File: config.mk
export PLATFORM = sky130hd
export DESIGN_NAME = eimp_top
export DESIGN_NICKNAME = d
export VERILOG_FILES = /design/src/shared/eimp_pkg.sv /design/src/shared/eimp_arb_if.sv /design/src/core/eimp_arbiter.sv /design/src/core/eimp_top.sv
export VERILOG_INCLUDE_DIRS = /design/src /design/src/shared
export SDC_FILE = /design/constraint.sdc
export NUM_CORES = 1
export LEC_CHECK = 0
export BUFFER_PORTS_ARGS = -buffer_cell sky130_fd_sc_hd__buf_2
export CAP_MARGIN = 10
export CORE_ASPECT_RATIO = 0.8
export CORE_MARGIN = 4
export CORE_UTILIZATION = 44
export CTS_CLUSTER_DIAMETER = 200
export CTS_CLUSTER_SIZE = 30
export DETAILED_ROUTE_END_ITERATION = 7
export PLACE_DENSITY = 0.8
export SYNTH_ARGS = -nofsm -noshare
export SYNTH_HDL_FRONTEND = slang
export SYNTH_SLANG_ARGS = --single-unit
File: constraint.sdc
create_clock -name mclk_in -period 1.3 [get_ports mclk_in]
set_input_delay 0.195 -clock mclk_in [delete_from_list [all_inputs] [get_ports mclk_in]]
set_output_delay 0.195 -clock mclk_in [all_outputs]
set_load 0.02 [all_outputs]
File: src/shared/eimp_map.svh
`ifndef EIMP_MAP_SVH
`define EIMP_MAP_SVH

// special function register addresses
`define EIMP_ADDR_MASK      8'hE6
`define EIMP_ADDR_LEVEL     8'hF3

// reset values
`define EIMP_RESET_MASK     8'h00
`define EIMP_RESET_LEVEL    8'h00
`define EIMP_READ_UNMAPPED  8'h00

// bit positions shared by the mask and level registers
`define EIMP_BIT_TIMER3     3'h7
`define EIMP_BIT_COMP_B     3'h6
`define EIMP_BIT_COMP_A     3'h5
`define EIMP_BIT_COUNTER    3'h4
`define EIMP_BIT_CONV_DONE  3'h3
`define EIMP_BIT_WINDOW     3'h2
`define EIMP_BIT_PORT_MATCH 3'h1
`define EIMP_BIT_TWO_WIRE   3'h0

`endif

File: src/shared/eimp_pkg.sv
package eimp_pkg;

  // gray along idle -> low -> low preempted by high -> low -> idle
  typedef enum logic [1:0]
  {
    EIMP_IDLE         = 2'h0,
    EIMP_SERV_LOW     = 2'h1,
    EIMP_SERV_PREEMPT = 2'h3,
    EIMP_SERV_HIGH    = 2'h2
  } eimp_state_t;

  typedef logic [2:0] eimp_src_t;
  typedef logic [7:0] eimp_vec_t;

endpackage : eimp_pkg
File: src/shared/eimp_arb_if.sv
`timescale 1ns/1ps
interface eimp_arb_if;
  eimp_pkg::eimp_vec_t req;
  eimp_pkg::eimp_vec_t high;
  logic                any;
  logic                grant_high;
  eimp_pkg::eimp_src_t idx;

  modport requester
  (
    output req,
    output high,
    input  any,
    input  grant_high,
    input  idx
  );

  modport arbiter
  (
    input  req,
    input  high,
    output any,
    output grant_high,
    output idx
  );
endinterface : eimp_arb_if

File: src/core/eimp_arbiter.sv
`timescale 1ns/1ps
module eimp_arbiter
(
  eimp_arb_if.arbiter arb
);
  // lowest bit wins inside one level
  function automatic eimp_pkg::eimp_src_t eimp_first(input eimp_pkg::eimp_vec_t v);
    eimp_pkg::eimp_src_t r;
    r = 3'h0;
    for (int i = 7; i >= 0; i--)
    begin
      if (v[i])
      begin
        r = 3'(i);
      end
    end
    return r;
  endfunction : eimp_first

  eimp_pkg::eimp_vec_t hi_req;
  eimp_pkg::eimp_vec_t lo_req;

  assign hi_req         = arb.req & arb.high;
  assign lo_req         = arb.req & ~arb.high;
  assign arb.any        = |arb.req;
  // a high level candidate always beats any low one
  assign arb.grant_high = |hi_req;
  assign arb.idx        = arb.grant_high ? eimp_first(hi_req) : eimp_first(lo_req);
endmodule : eimp_arbiter

File: src/core/eimp_top.sv
`timescale 1ns/1ps
`include "eimp_map.svh"
module eimp_top
(
  input  wire logic       mclk_in,
  input  wire logic       reset_in,
  input  wire logic [7:0] sfr_addr_in,
  input  wire logic       sfr_wr_in,
  input  wire logic [7:0] sfr_wdata_in,
  input  wire logic       sfr_rd_in,
  output logic      [7:0] sfr_rdata_out,
  input  wire logic       global_irq_enable_in,
  input  wire logic       timer3_low_overflow_flag_in,
  input  wire logic       timer3_high_overflow_flag_in,
  input  wire logic       comparator_b_rising_flag_in,
  input  wire logic       comparator_b_falling_flag_in,
  input  wire logic       comparator_a_rising_flag_in,
  input  wire logic       comparator_a_falling_flag_in,
  input  wire logic       counter_array_irq_in,
  input  wire logic       conversion_done_flag_in,
  input  wire logic       window_compare_flag_in,
  input  wire logic       port_match_irq_in,
  input  wire logic       two_wire_irq_in,
  input  wire logic       irq_accept_in,
  input  wire logic       irq_return_in,
  output logic            irq_request_out,
  output logic            irq_level_high_out,
  output logic      [2:0] irq_source_out,
  output logic      [7:0] irq_pending_out,
  output logic      [1:0] in_service_out
);

  eimp_pkg::eimp_vec_t   peripheral_interrupt_mask_one;
  eimp_pkg::eimp_vec_t   peripheral_interrupt_priority_one;
  eimp_pkg::eimp_state_t state;
  eimp_pkg::eimp_state_t next_state;

  wire                   hit_mask;
  wire                   hit_level;
  eimp_pkg::eimp_vec_t   raw_src;
  eimp_pkg::eimp_vec_t   enabled_src;
  eimp_pkg::eimp_vec_t   allow_src;
  eimp_pkg::eimp_vec_t   next_rdata;
  logic                  next_request;

  eimp_arb_if arb ();

  assign hit_mask  = (sfr_addr_in == `EIMP_ADDR_MASK);
  assign hit_level = (sfr_addr_in == `EIMP_ADDR_LEVEL);

  // the peripherals hold their flags until software clears them, so no
  // capture is needed here: a level that drops before service is simply gone
  assign raw_src[`EIMP_BIT_TIMER3] = timer3_low_overflow_flag_in
                                   | timer3_high_overflow_flag_in;
  assign raw_src[`EIMP_BIT_COMP_B] = comparator_b_rising_flag_in
                                   | comparator_b_falling_flag_in;
  assign raw_src[`EIMP_BIT_COMP_A] = comparator_a_rising_flag_in
                                   | comparator_a_falling_flag_in;
  assign raw_src[`EIMP_BIT_COUNTER]    = counter_array_irq_in;
  assign raw_src[`EIMP_BIT_CONV_DONE]  = conversion_done_flag_in;
  assign raw_src[`EIMP_BIT_WINDOW]     = window_compare_flag_in;
  assign raw_src[`EIMP_BIT_PORT_MATCH] = port_match_irq_in;
  assign raw_src[`EIMP_BIT_TWO_WIRE]   = two_wire_irq_in;

  // per source gating by its own mask bit; the global enable is applied later, at arb.req
  wire timer3_irq_mask        = peripheral_interrupt_mask_one[`EIMP_BIT_TIMER3];
  wire comparator_b_irq_mask  = peripheral_interrupt_mask_one[`EIMP_BIT_COMP_B];
  wire comparator_a_irq_mask  = peripheral_interrupt_mask_one[`EIMP_BIT_COMP_A];
  wire counter_array_irq_mask = peripheral_interrupt_mask_one[`EIMP_BIT_COUNTER];
  wire conversion_done_irq_mask = peripheral_interrupt_mask_one[`EIMP_BIT_CONV_DONE];
  wire window_compare_irq_mask  = peripheral_interrupt_mask_one[`EIMP_BIT_WINDOW];
  wire port_match_irq_mask      = peripheral_interrupt_mask_one[`EIMP_BIT_PORT_MATCH];
  wire two_wire_irq_mask        = peripheral_interrupt_mask_one[`EIMP_BIT_TWO_WIRE];

  assign enabled_src[`EIMP_BIT_TIMER3]     = raw_src[`EIMP_BIT_TIMER3]
                                           & timer3_irq_mask;
  assign enabled_src[`EIMP_BIT_COMP_B]     = raw_src[`EIMP_BIT_COMP_B]
                                           & comparator_b_irq_mask;
  assign enabled_src[`EIMP_BIT_COMP_A]     = raw_src[`EIMP_BIT_COMP_A]
                                           & comparator_a_irq_mask;
  assign enabled_src[`EIMP_BIT_COUNTER]    = raw_src[`EIMP_BIT_COUNTER]
                                           & counter_array_irq_mask;
  assign enabled_src[`EIMP_BIT_CONV_DONE]  = raw_src[`EIMP_BIT_CONV_DONE]
                                           & conversion_done_irq_mask;
  assign enabled_src[`EIMP_BIT_WINDOW]     = raw_src[`EIMP_BIT_WINDOW]
                                           & window_compare_irq_mask;
  assign enabled_src[`EIMP_BIT_PORT_MATCH] = raw_src[`EIMP_BIT_PORT_MATCH]
                                           & port_match_irq_mask;
  assign enabled_src[`EIMP_BIT_TWO_WIRE]   = raw_src[`EIMP_BIT_TWO_WIRE]
                                           & two_wire_irq_mask;

  // level of each source, one bit each, high when set
  wire timer3_irq_level          = peripheral_interrupt_priority_one[`EIMP_BIT_TIMER3];
  wire comparator_b_irq_level    = peripheral_interrupt_priority_one[`EIMP_BIT_COMP_B];
  wire comparator_a_irq_level    = peripheral_interrupt_priority_one[`EIMP_BIT_COMP_A];
  wire counter_array_irq_level   = peripheral_interrupt_priority_one[`EIMP_BIT_COUNTER];
  wire conversion_done_irq_level = peripheral_interrupt_priority_one[`EIMP_BIT_CONV_DONE];
  wire window_compare_irq_level  = peripheral_interrupt_priority_one[`EIMP_BIT_WINDOW];
  wire port_match_irq_level      = peripheral_interrupt_priority_one[`EIMP_BIT_PORT_MATCH];
  wire two_wire_irq_level        = peripheral_interrupt_priority_one[`EIMP_BIT_TWO_WIRE];

  assign arb.high[`EIMP_BIT_TIMER3]     = timer3_irq_level;
  assign arb.high[`EIMP_BIT_COMP_B]     = comparator_b_irq_level;
  assign arb.high[`EIMP_BIT_COMP_A]     = comparator_a_irq_level;
  assign arb.high[`EIMP_BIT_COUNTER]    = counter_array_irq_level;
  assign arb.high[`EIMP_BIT_CONV_DONE]  = conversion_done_irq_level;
  assign arb.high[`EIMP_BIT_WINDOW]     = window_compare_irq_level;
  assign arb.high[`EIMP_BIT_PORT_MATCH] = port_match_irq_level;
  assign arb.high[`EIMP_BIT_TWO_WIRE]   = two_wire_irq_level;

  // idle takes any level, low service only high, high service nothing
  assign allow_src = (state == eimp_pkg::EIMP_IDLE)     ? 8'hFF :
                     (state == eimp_pkg::EIMP_SERV_LOW) ? arb.high : 8'h00;

  assign arb.req = enabled_src & allow_src
                 & {8{global_irq_enable_in}};

  eimp_arbiter u_arbiter
  (
    .arb (arb)
  );

  // drop the request while the core takes one, so a stale grant is not
  // taken twice before the service state has moved
  assign next_request = arb.any & ~irq_accept_in;

  assign next_rdata = (sfr_rd_in && hit_mask)  ? peripheral_interrupt_mask_one :
                      (sfr_rd_in && hit_level) ? peripheral_interrupt_priority_one :
                      `EIMP_READ_UNMAPPED;

  always_comb
  begin
    next_state = state;
    case (state)
      eimp_pkg::EIMP_IDLE:
      begin
        if (irq_accept_in)
        begin
          next_state = irq_level_high_out ? eimp_pkg::EIMP_SERV_HIGH
                                          : eimp_pkg::EIMP_SERV_LOW;
        end
      end
      eimp_pkg::EIMP_SERV_LOW:
      begin
        if (irq_return_in)
        begin
          next_state = eimp_pkg::EIMP_IDLE;
        end
        else if (irq_accept_in && irq_level_high_out)
        begin
          next_state = eimp_pkg::EIMP_SERV_PREEMPT;
        end
      end
      eimp_pkg::EIMP_SERV_PREEMPT:
      begin
        if (irq_return_in)
        begin
          next_state = eimp_pkg::EIMP_SERV_LOW;
        end
      end
      eimp_pkg::EIMP_SERV_HIGH:
      begin
        if (irq_return_in)
        begin
          next_state = eimp_pkg::EIMP_IDLE;
        end
      end
      default:
      begin
        next_state = eimp_pkg::EIMP_IDLE;
      end
    endcase
  end

  always_ff @(posedge mclk_in)
  begin
    if (reset_in)
    begin
      peripheral_interrupt_mask_one     <= `EIMP_RESET_MASK;
      peripheral_interrupt_priority_one <= `EIMP_RESET_LEVEL;
    end
    else
    begin
      if (sfr_wr_in && hit_mask)
      begin
        peripheral_interrupt_mask_one <= sfr_wdata_in;
      end
      if (sfr_wr_in && hit_level)
      begin
        peripheral_interrupt_priority_one <= sfr_wdata_in;
      end
    end
  end

  always_ff @(posedge mclk_in)
  begin
    if (reset_in)
    begin
      state              <= eimp_pkg::EIMP_IDLE;
      sfr_rdata_out      <= `EIMP_READ_UNMAPPED;
      irq_request_out    <= 1'b0;
      irq_level_high_out <= 1'b0;
      irq_source_out     <= 3'h0;
      irq_pending_out    <= 8'h00;
    end
    else
    begin
      state              <= next_state;
      sfr_rdata_out      <= next_rdata;
      irq_request_out    <= next_request;
      irq_level_high_out <= arb.grant_high & next_request;
      irq_source_out     <= arb.idx;
      irq_pending_out    <= enabled_src;
    end
  end

  assign in_service_out = {(state == eimp_pkg::EIMP_SERV_HIGH)
                           || (state == eimp_pkg::EIMP_SERV_PREEMPT),
                           (state == eimp_pkg::EIMP_SERV_LOW)
                           || (state == eimp_pkg::EIMP_SERV_PREEMPT)};
endmodule : eimp_top

==> flow_summary.toml, run 1 <==
[run_status]
status = "finished with violations"
violations = "negative setup slack"

[setup_path]
reg2reg_slack_ns = -0.08
cp_slowest_stage_delay_ns = 0.36
arrival_ns = 1.57
start_kind = "register"
r2r-start = "peripheral_interrupt_mask_one[2]"
critPathKind = "reg2reg"
path_delay_family = "compound AO/OA/AOI/OAI gates"
worst-path-buf-inv = 0
worstRegToRegCells = 5
worstSetupPathDepth = 5
crit_path_top_delay_cell = "dfxtp_2"
reg2reg_to = "irq_source_out[0]"
worstPathRequired_ns = 1.49
cp_max_fo = 4
path_cells = "nand2_4 -> nor4_4 -> o32a_1 -> o31ai_1 -> a32o_1"
worst_setup_path_end_kind = "register"

[clock_tree]
cts_max_level = 2
clk_pin_slew_worst_paths_ns = 0.08
cts_tree = "yes"
insertion_delay_ns = 0.30
clk_path_buf_depth = 2
cts_made_buffers = 5
cts_root_buf = "clkbuf_8"
clock-sinks = 39

[grt]
grt_pass1_wl_mm = 7.81
grt_pass1_vias = 1585
antenna_found_initial = 0
grt_start_max_net_pins = 20
globalRoute.totalOverflow = 0
grt_use_total = 0.208

[sta]
period_share = 1.06
slew-limit-headroom = 0.792
slew_violations = 0
fin_skew_ns = 0.00750
final-setup-viol-count = 1
tightest_slew_ns = 0.311
fmax_mhz = 724
layout_min_cycle_time_ns = 1.38
worst_slack_ns = -0.0803
grt_setup_unrepaired = "yes"
finalHoldViolations = 0

[hold_path]
hp-start = "irq_accept_in"
worstHoldEndpoint = "irq_level_high_out"
hp-class = "in2reg"
holdPathStages = 2

[yosys]
yosysMostFrequentCell = "nor2_1"
ys_seq_area_frac = 0.472
synth_top_area_share = 0.472
synthCells = 179
yosysTopAreaCell = "dfxtp_1"
synthesis.nets = 213
syn_area_um2 = 1650
avgSynthCellArea_um2 = 9.23
ys_top_cells_by_count = "nor2_1 (40), dfxtp_1 (39), mux2i_1 (16)"
ys_ff_latch = 39
yosys_warnings = 0
yosys-top-cells-area = "dfxtp_1 (47%), mux2i_1 (9.7%), nor2_1 (9.1%)"
async_reset_ff_frac = 0
synth_edf_count = 0
synth_cell_types = 40
synth_ff_type = "dfxtp_1"

[cells_and_area]
nets = 307
drive_gt1_frac = 0.511
final_area_um2 = 2500
instances_no_fill = 316
fill_cells = 285
multi_input_area_um2 = 960
final_core_util = 0.711
insertedDiodeCount = 0
area_growth_pct = 51.3
regArea_um2 = 800

[placed_design]
pre_cts_ws_ns = -0.148
globalplace.congestion = 0.881
io_buffers = 56
dp_hpwl_mm = 3.59
place_area_um2 = 2220
place_inst = 305

[job]
cap_violations = 0

[die]
die_w_um = 76.5
coreArea_um2 = 3520
io_pins = 57
start_util = 0.470
die_h_um = 62.8
dieArea_um2 = 4810
rows = 19

[power_and_ir_drop]
vdd_drop_max_mv = 0.597
combinationalPowerShare = 0.077
p_sw_mw = 0.527
p_leak_nw = 1.23
power_density_nw_per_um2 = 869
p_clk_frac = 0.372
seqPwrFrac = 0.551
p_sw_frac = 0.243
internal_power_mw = 1.65

[detailed_routing]
vias = 1743
avgRoutedWirePerCell_um = 16.0
drtAntennaViolNets = 0
routed_wl_mm = 5.06
viasPerCell = 5.52
post-route-drc-count = 0
drt_iter0_markers = 161
drt_pass1_iterations = 4
layer usage:
metal	global-route usage	vias to the layer above	routed length (um)
met2	0.326	80	2400
met4	0.0950	0	90
li1	-	840	-
met1	0.267	814	2190
met5	0	-	0
met3	0.0576	9	379
state kept, by name, indices dropped and copies added, names as in the netlist:
| register | cells |
|---|---|
| peripheral_interrupt_mask_one | 8 |
| arb.high | 8 |
| state | 2 |
| irq_level_high_out | 1 |
| irq_request_out | 1 |
| irq_pending_out | 8 |
| sfr_rdata_out | 8 |
| irq_source_out | 3 |
layout by cell type (no fill, tap or decap), drive strengths merged, types with 2 or more instances in the layout:
cell    netlist  routed
buf           4      96
nor2         40      40
dfxtp        39      39
mux2i        16      16
a22oi         8       8
nand3         7       7
nand2         7       7
clkbuf        4       6
a21oi         6       6
o21a          5       5
nor3          5       5
o21ai         5       5
nor3b         4       4
a31oi         3       3
nor2b         2       2
o22ai         2       2
o32a          2       2
a32o          2       2
and3          2       2
nor4          2       2
repair_timing:
item,in CTS,in global routing
hold buffers,0,0
setup buffers,0,3
setup endpoints to repair,4,5
pin swaps,3,10
gates resized for setup,16,27
power by group through the flow:
| stage | combinational (mW) | sequential (mW) | clock [mW] |
|---|---|---|---|
| after detailed placement | 0.144 | 1.23 | 0 |
| after global routing | 0.181 | 1.20 | 0.891 |
| after CTS | 0.150 | 1.20 | 0.825 |
| final | 0.168 | 1.20 | 0.808 |
| after global placement | 0.142 | 1.23 | 0 |
| after floorplan | 0.0514 | 1.23 | 0 |
worst max path at each step:
stage / startpoint / end
2_1_floorplan: state[1] / irq_source_out[0]
3_5_place_dp: comparator_b_falling_flag_in / irq_request_out
5_1_grt: peripheral_interrupt_mask_one[2] / irq_source_out[0]
4_1_cts: peripheral_interrupt_mask_one[2] / irq_source_out[0]
3_3_place_gp: peripheral_interrupt_mask_one[2] / irq_source_out[0]
6_report: peripheral_interrupt_mask_one[2] / irq_source_out[0]
metrics by stage:
step | hold WS [ns] | power, mW | TNS (ns)
after detailed placement | 0.427 | 1.37 | -1.05
after CTS | 0.108 | 2.18 | -0.0140
final | 0.111 | 2.17 | -0.0803
after global routing | 0.115 | 2.27 | -0.321
after floorplan | 0.274 | 1.28 | 0
after global placement | 0.431 | 1.37 | -0.810
cells by family (layout without fill, tap and decap cells):
family                 Yosys count  in the layout  share of synthesized area
DFF                             39             39                      0.472
buffers and inverters           10            105                     0.0318
and+or+nand+nor                 72             72                      0.216
muxes                           16             16                     0.0969
AOI/OAI and AO/OA               42             42                      0.183
area by class of cell:
type | count | area share
sequential | 39 | 0.320
multi-input combinational | 130 | 0.384
tap | 42 | 0.0210
timing repair buffer | 96 | 0.240
clock buffer | 6 | 0.0290
clock inverter | 2 | 0.00500
inverter | 1 | 0.00150
No activity file was read; power rests on OpenSTA's default activity.
==> run 2: changes to the inputs <==
- SETUP_SLACK_MARGIN: default -> 0.1
==> run 2 against run 1 <==
  * The run still ends with negative setup slack left
  * Utilization grew 1.7 points
  * Power grew 17%
  * Clock power is 47% higher
  * Setup slack better by 0.053 ns
  * First-iteration DRC count fell by 15%
  * Sequential share of layout area decreased by 0.90 points
  * Cell count increased by 0.95%
  * Critical endpoint unchanged
  * Non-clock buffer count increased by 3
  * Sequential cell count stayed put
  * Worst hold slack got worse by 0.00071 ns
  * Clock skew is 0.00079 ns lower
  * Sequential power about the same
==> flow_summary.toml, run 2 (synthesis results as in run 1) <==
[detailed_routing]
vias = 1744
viasPerCell = 5.47
avgRoutedWirePerCell_um = 15.1
drt_pass1_iterations = 4
routed_wl_mm = 4.82
post-route-drc-count = 0
drt_iter0_markers = 137
drtAntennaViolNets = 0

[grt]
grt_pass1_wl_mm = 7.53
grt_pass1_vias = 1663
met2_usage = 0.311
grt_use_total = 0.197
antenna_found_initial = 0
grt_start_max_net_pins = 24
top_usage_layer = "met2"
globalRoute.totalOverflow = 0
grt_util_met1 = 0.249
gr-usage-met3 = 0.0576

[power_and_ir_drop]
p_leak_nw = 1.27
p_total_mw = 2.54
vdd_drop_max_mv = 1.24
power_density_nw_per_um2 = 993

[setup_path]
worst-path-buf-inv = 0
worst_setup_path_end_kind = "register"
arrival_ns = 1.52
start_kind = "register"
worstSetupPathDepth = 5
cp_slowest_stage_delay_ns = 0.37
cp_max_fo = 3
path_cells = "nand2_4 -> nor4_4 -> o32a_1 -> o31ai_1 -> a32o_1"
worstPathRequired_ns = 1.49
crit_path_top_delay_cell = "dfxtp_4"
reg2reg_slack_ns = -0.03
r2r-start = "peripheral_interrupt_mask_one[2]"
critPathKind = "reg2reg"
setup.worst_path.end = "irq_source_out[0]"
startpoint = "peripheral_interrupt_mask_one[2]"
reg2reg_to = "irq_source_out[0]"
path_delay_family = "compound AO/OA/AOI/OAI gates"
worstRegToRegCells = 5

[cells_and_area]
layout_common_cells = "buf_2 (56), buf_4 (41), nor2_1 (38), dfxtp_1 (29), mux2i_1 (16)"
fill_cells = 250
final_common_cell = "buf_2"
area_growth_pct = 55.0
drive_gt1_frac = 0.509
instances_no_fill = 319
insertedDiodeCount = 0
nets = 310

[die]
dieArea_um2 = 4810
die_w_um = 76.5
die_h_um = 62.8
coreArea_um2 = 3520
rows = 19
start_util = 0.470
io_pins = 57

[clock_tree]
cts_made_buffers = 5
clock-sinks = 39
clk_pin_slew_worst_paths_ns = 0.08
holdBufCountCts = 0
cts_root_buf = "clkbuf_8"
cts_max_level = 2
cts_tree = "yes"
insertion_delay_ns = 0.29
clk_path_buf_depth = 2

[sta]
grt_setup_unrepaired = "yes"
final-setup-viol-count = 3
hold_slack_ns = 0.110
slew_violations = 0
worst_slack_ns = -0.0273
finalHoldViolations = 0
fin_skew_ns = 0.00671
tightest_slew_ns = 0.337
fmax_mhz = 753
slew-limit-headroom = 0.775
period_share = 1.02
layout_min_cycle_time_ns = 1.33

[placed_design]
dp_hpwl_mm = 3.53
io_buffers = 56
pre_cts_ws_ns = -0.124
globalplace.congestion = 0.852
place_inst = 308

[run_status]
status = "finished with violations"
violations = "negative setup slack"

[job]
cap_violations = 0

[hold_path]
hp-class = "in2reg"
-- run 2: cell type report --
type,count,area [um^2],share of cell area
clock buffers,6,72.6,0.0283
clock inverters,2,60.1,0.0234
inverters,1,3.75,0.00147
multi-input cells,130,957,0.374
flip-flops and latches,39,796,0.311
well taps,42,52.6,0.0205
repair buffers,99,619,0.242
-- run 2: power by group --
group          internal, mW  total (mW)  switching (mW)
clock                 0.767        1.19           0.419
combinational        0.0724       0.158          0.0854
sequential             1.20        1.20         0.00447
total                  2.03        2.54           0.508
-- run 2: worst min-delay path by stage --
stage	startpoint	endpoint	slack, ns	cells after the start
global route	irq_return_in	state[0]	0.10	2
detailed placement	irq_return_in	state[0]	0.42	2
finish	irq_return_in	state[0]	0.11	2
global placement	irq_return_in	state[0]	0.42	2
CTS	irq_return_in	state[0]	0.11	2
floorplan	irq_accept_in	irq_level_high_out	0.27	1
-- run 2: metal layers --
| layer | vias to the layer above | share of wire |
|---|---|---|
| li1 | 840 | - |
| met1 | 820 | 0.44 |
| met2 | 74 | 0.47 |
| met3 | 10 | 0.074 |
| met4 | 0 | 0.014 |
| met5 | - | 0 |
-- run 2: through the flow --
stage          TNS, ns  cell area, um^2  utilization
3_3_place_gp    -0.306             2290        0.650
4_1_cts        -0.0341             2500        0.712
3_5_place_dp    -0.743             2290        0.650
5_1_grt         -0.194             2560        0.728
6_report       -0.0455             2560        0.728
2_1_floorplan        0             1690            -
-- run 2: worst register-to-register path: cells and delay by family (launching register included) --
family	cells	cell delay (ns)
compound gates	3	0.52
simple gates	2	0.33
flops	1	0.37
-- run 2: what timing repair did --
action | CTS | global route
endpoints found under the setup margin | 6 | 5
pin swaps | 4 | 7
setup buffers | 1 | 2
resized for setup | 19 | 12
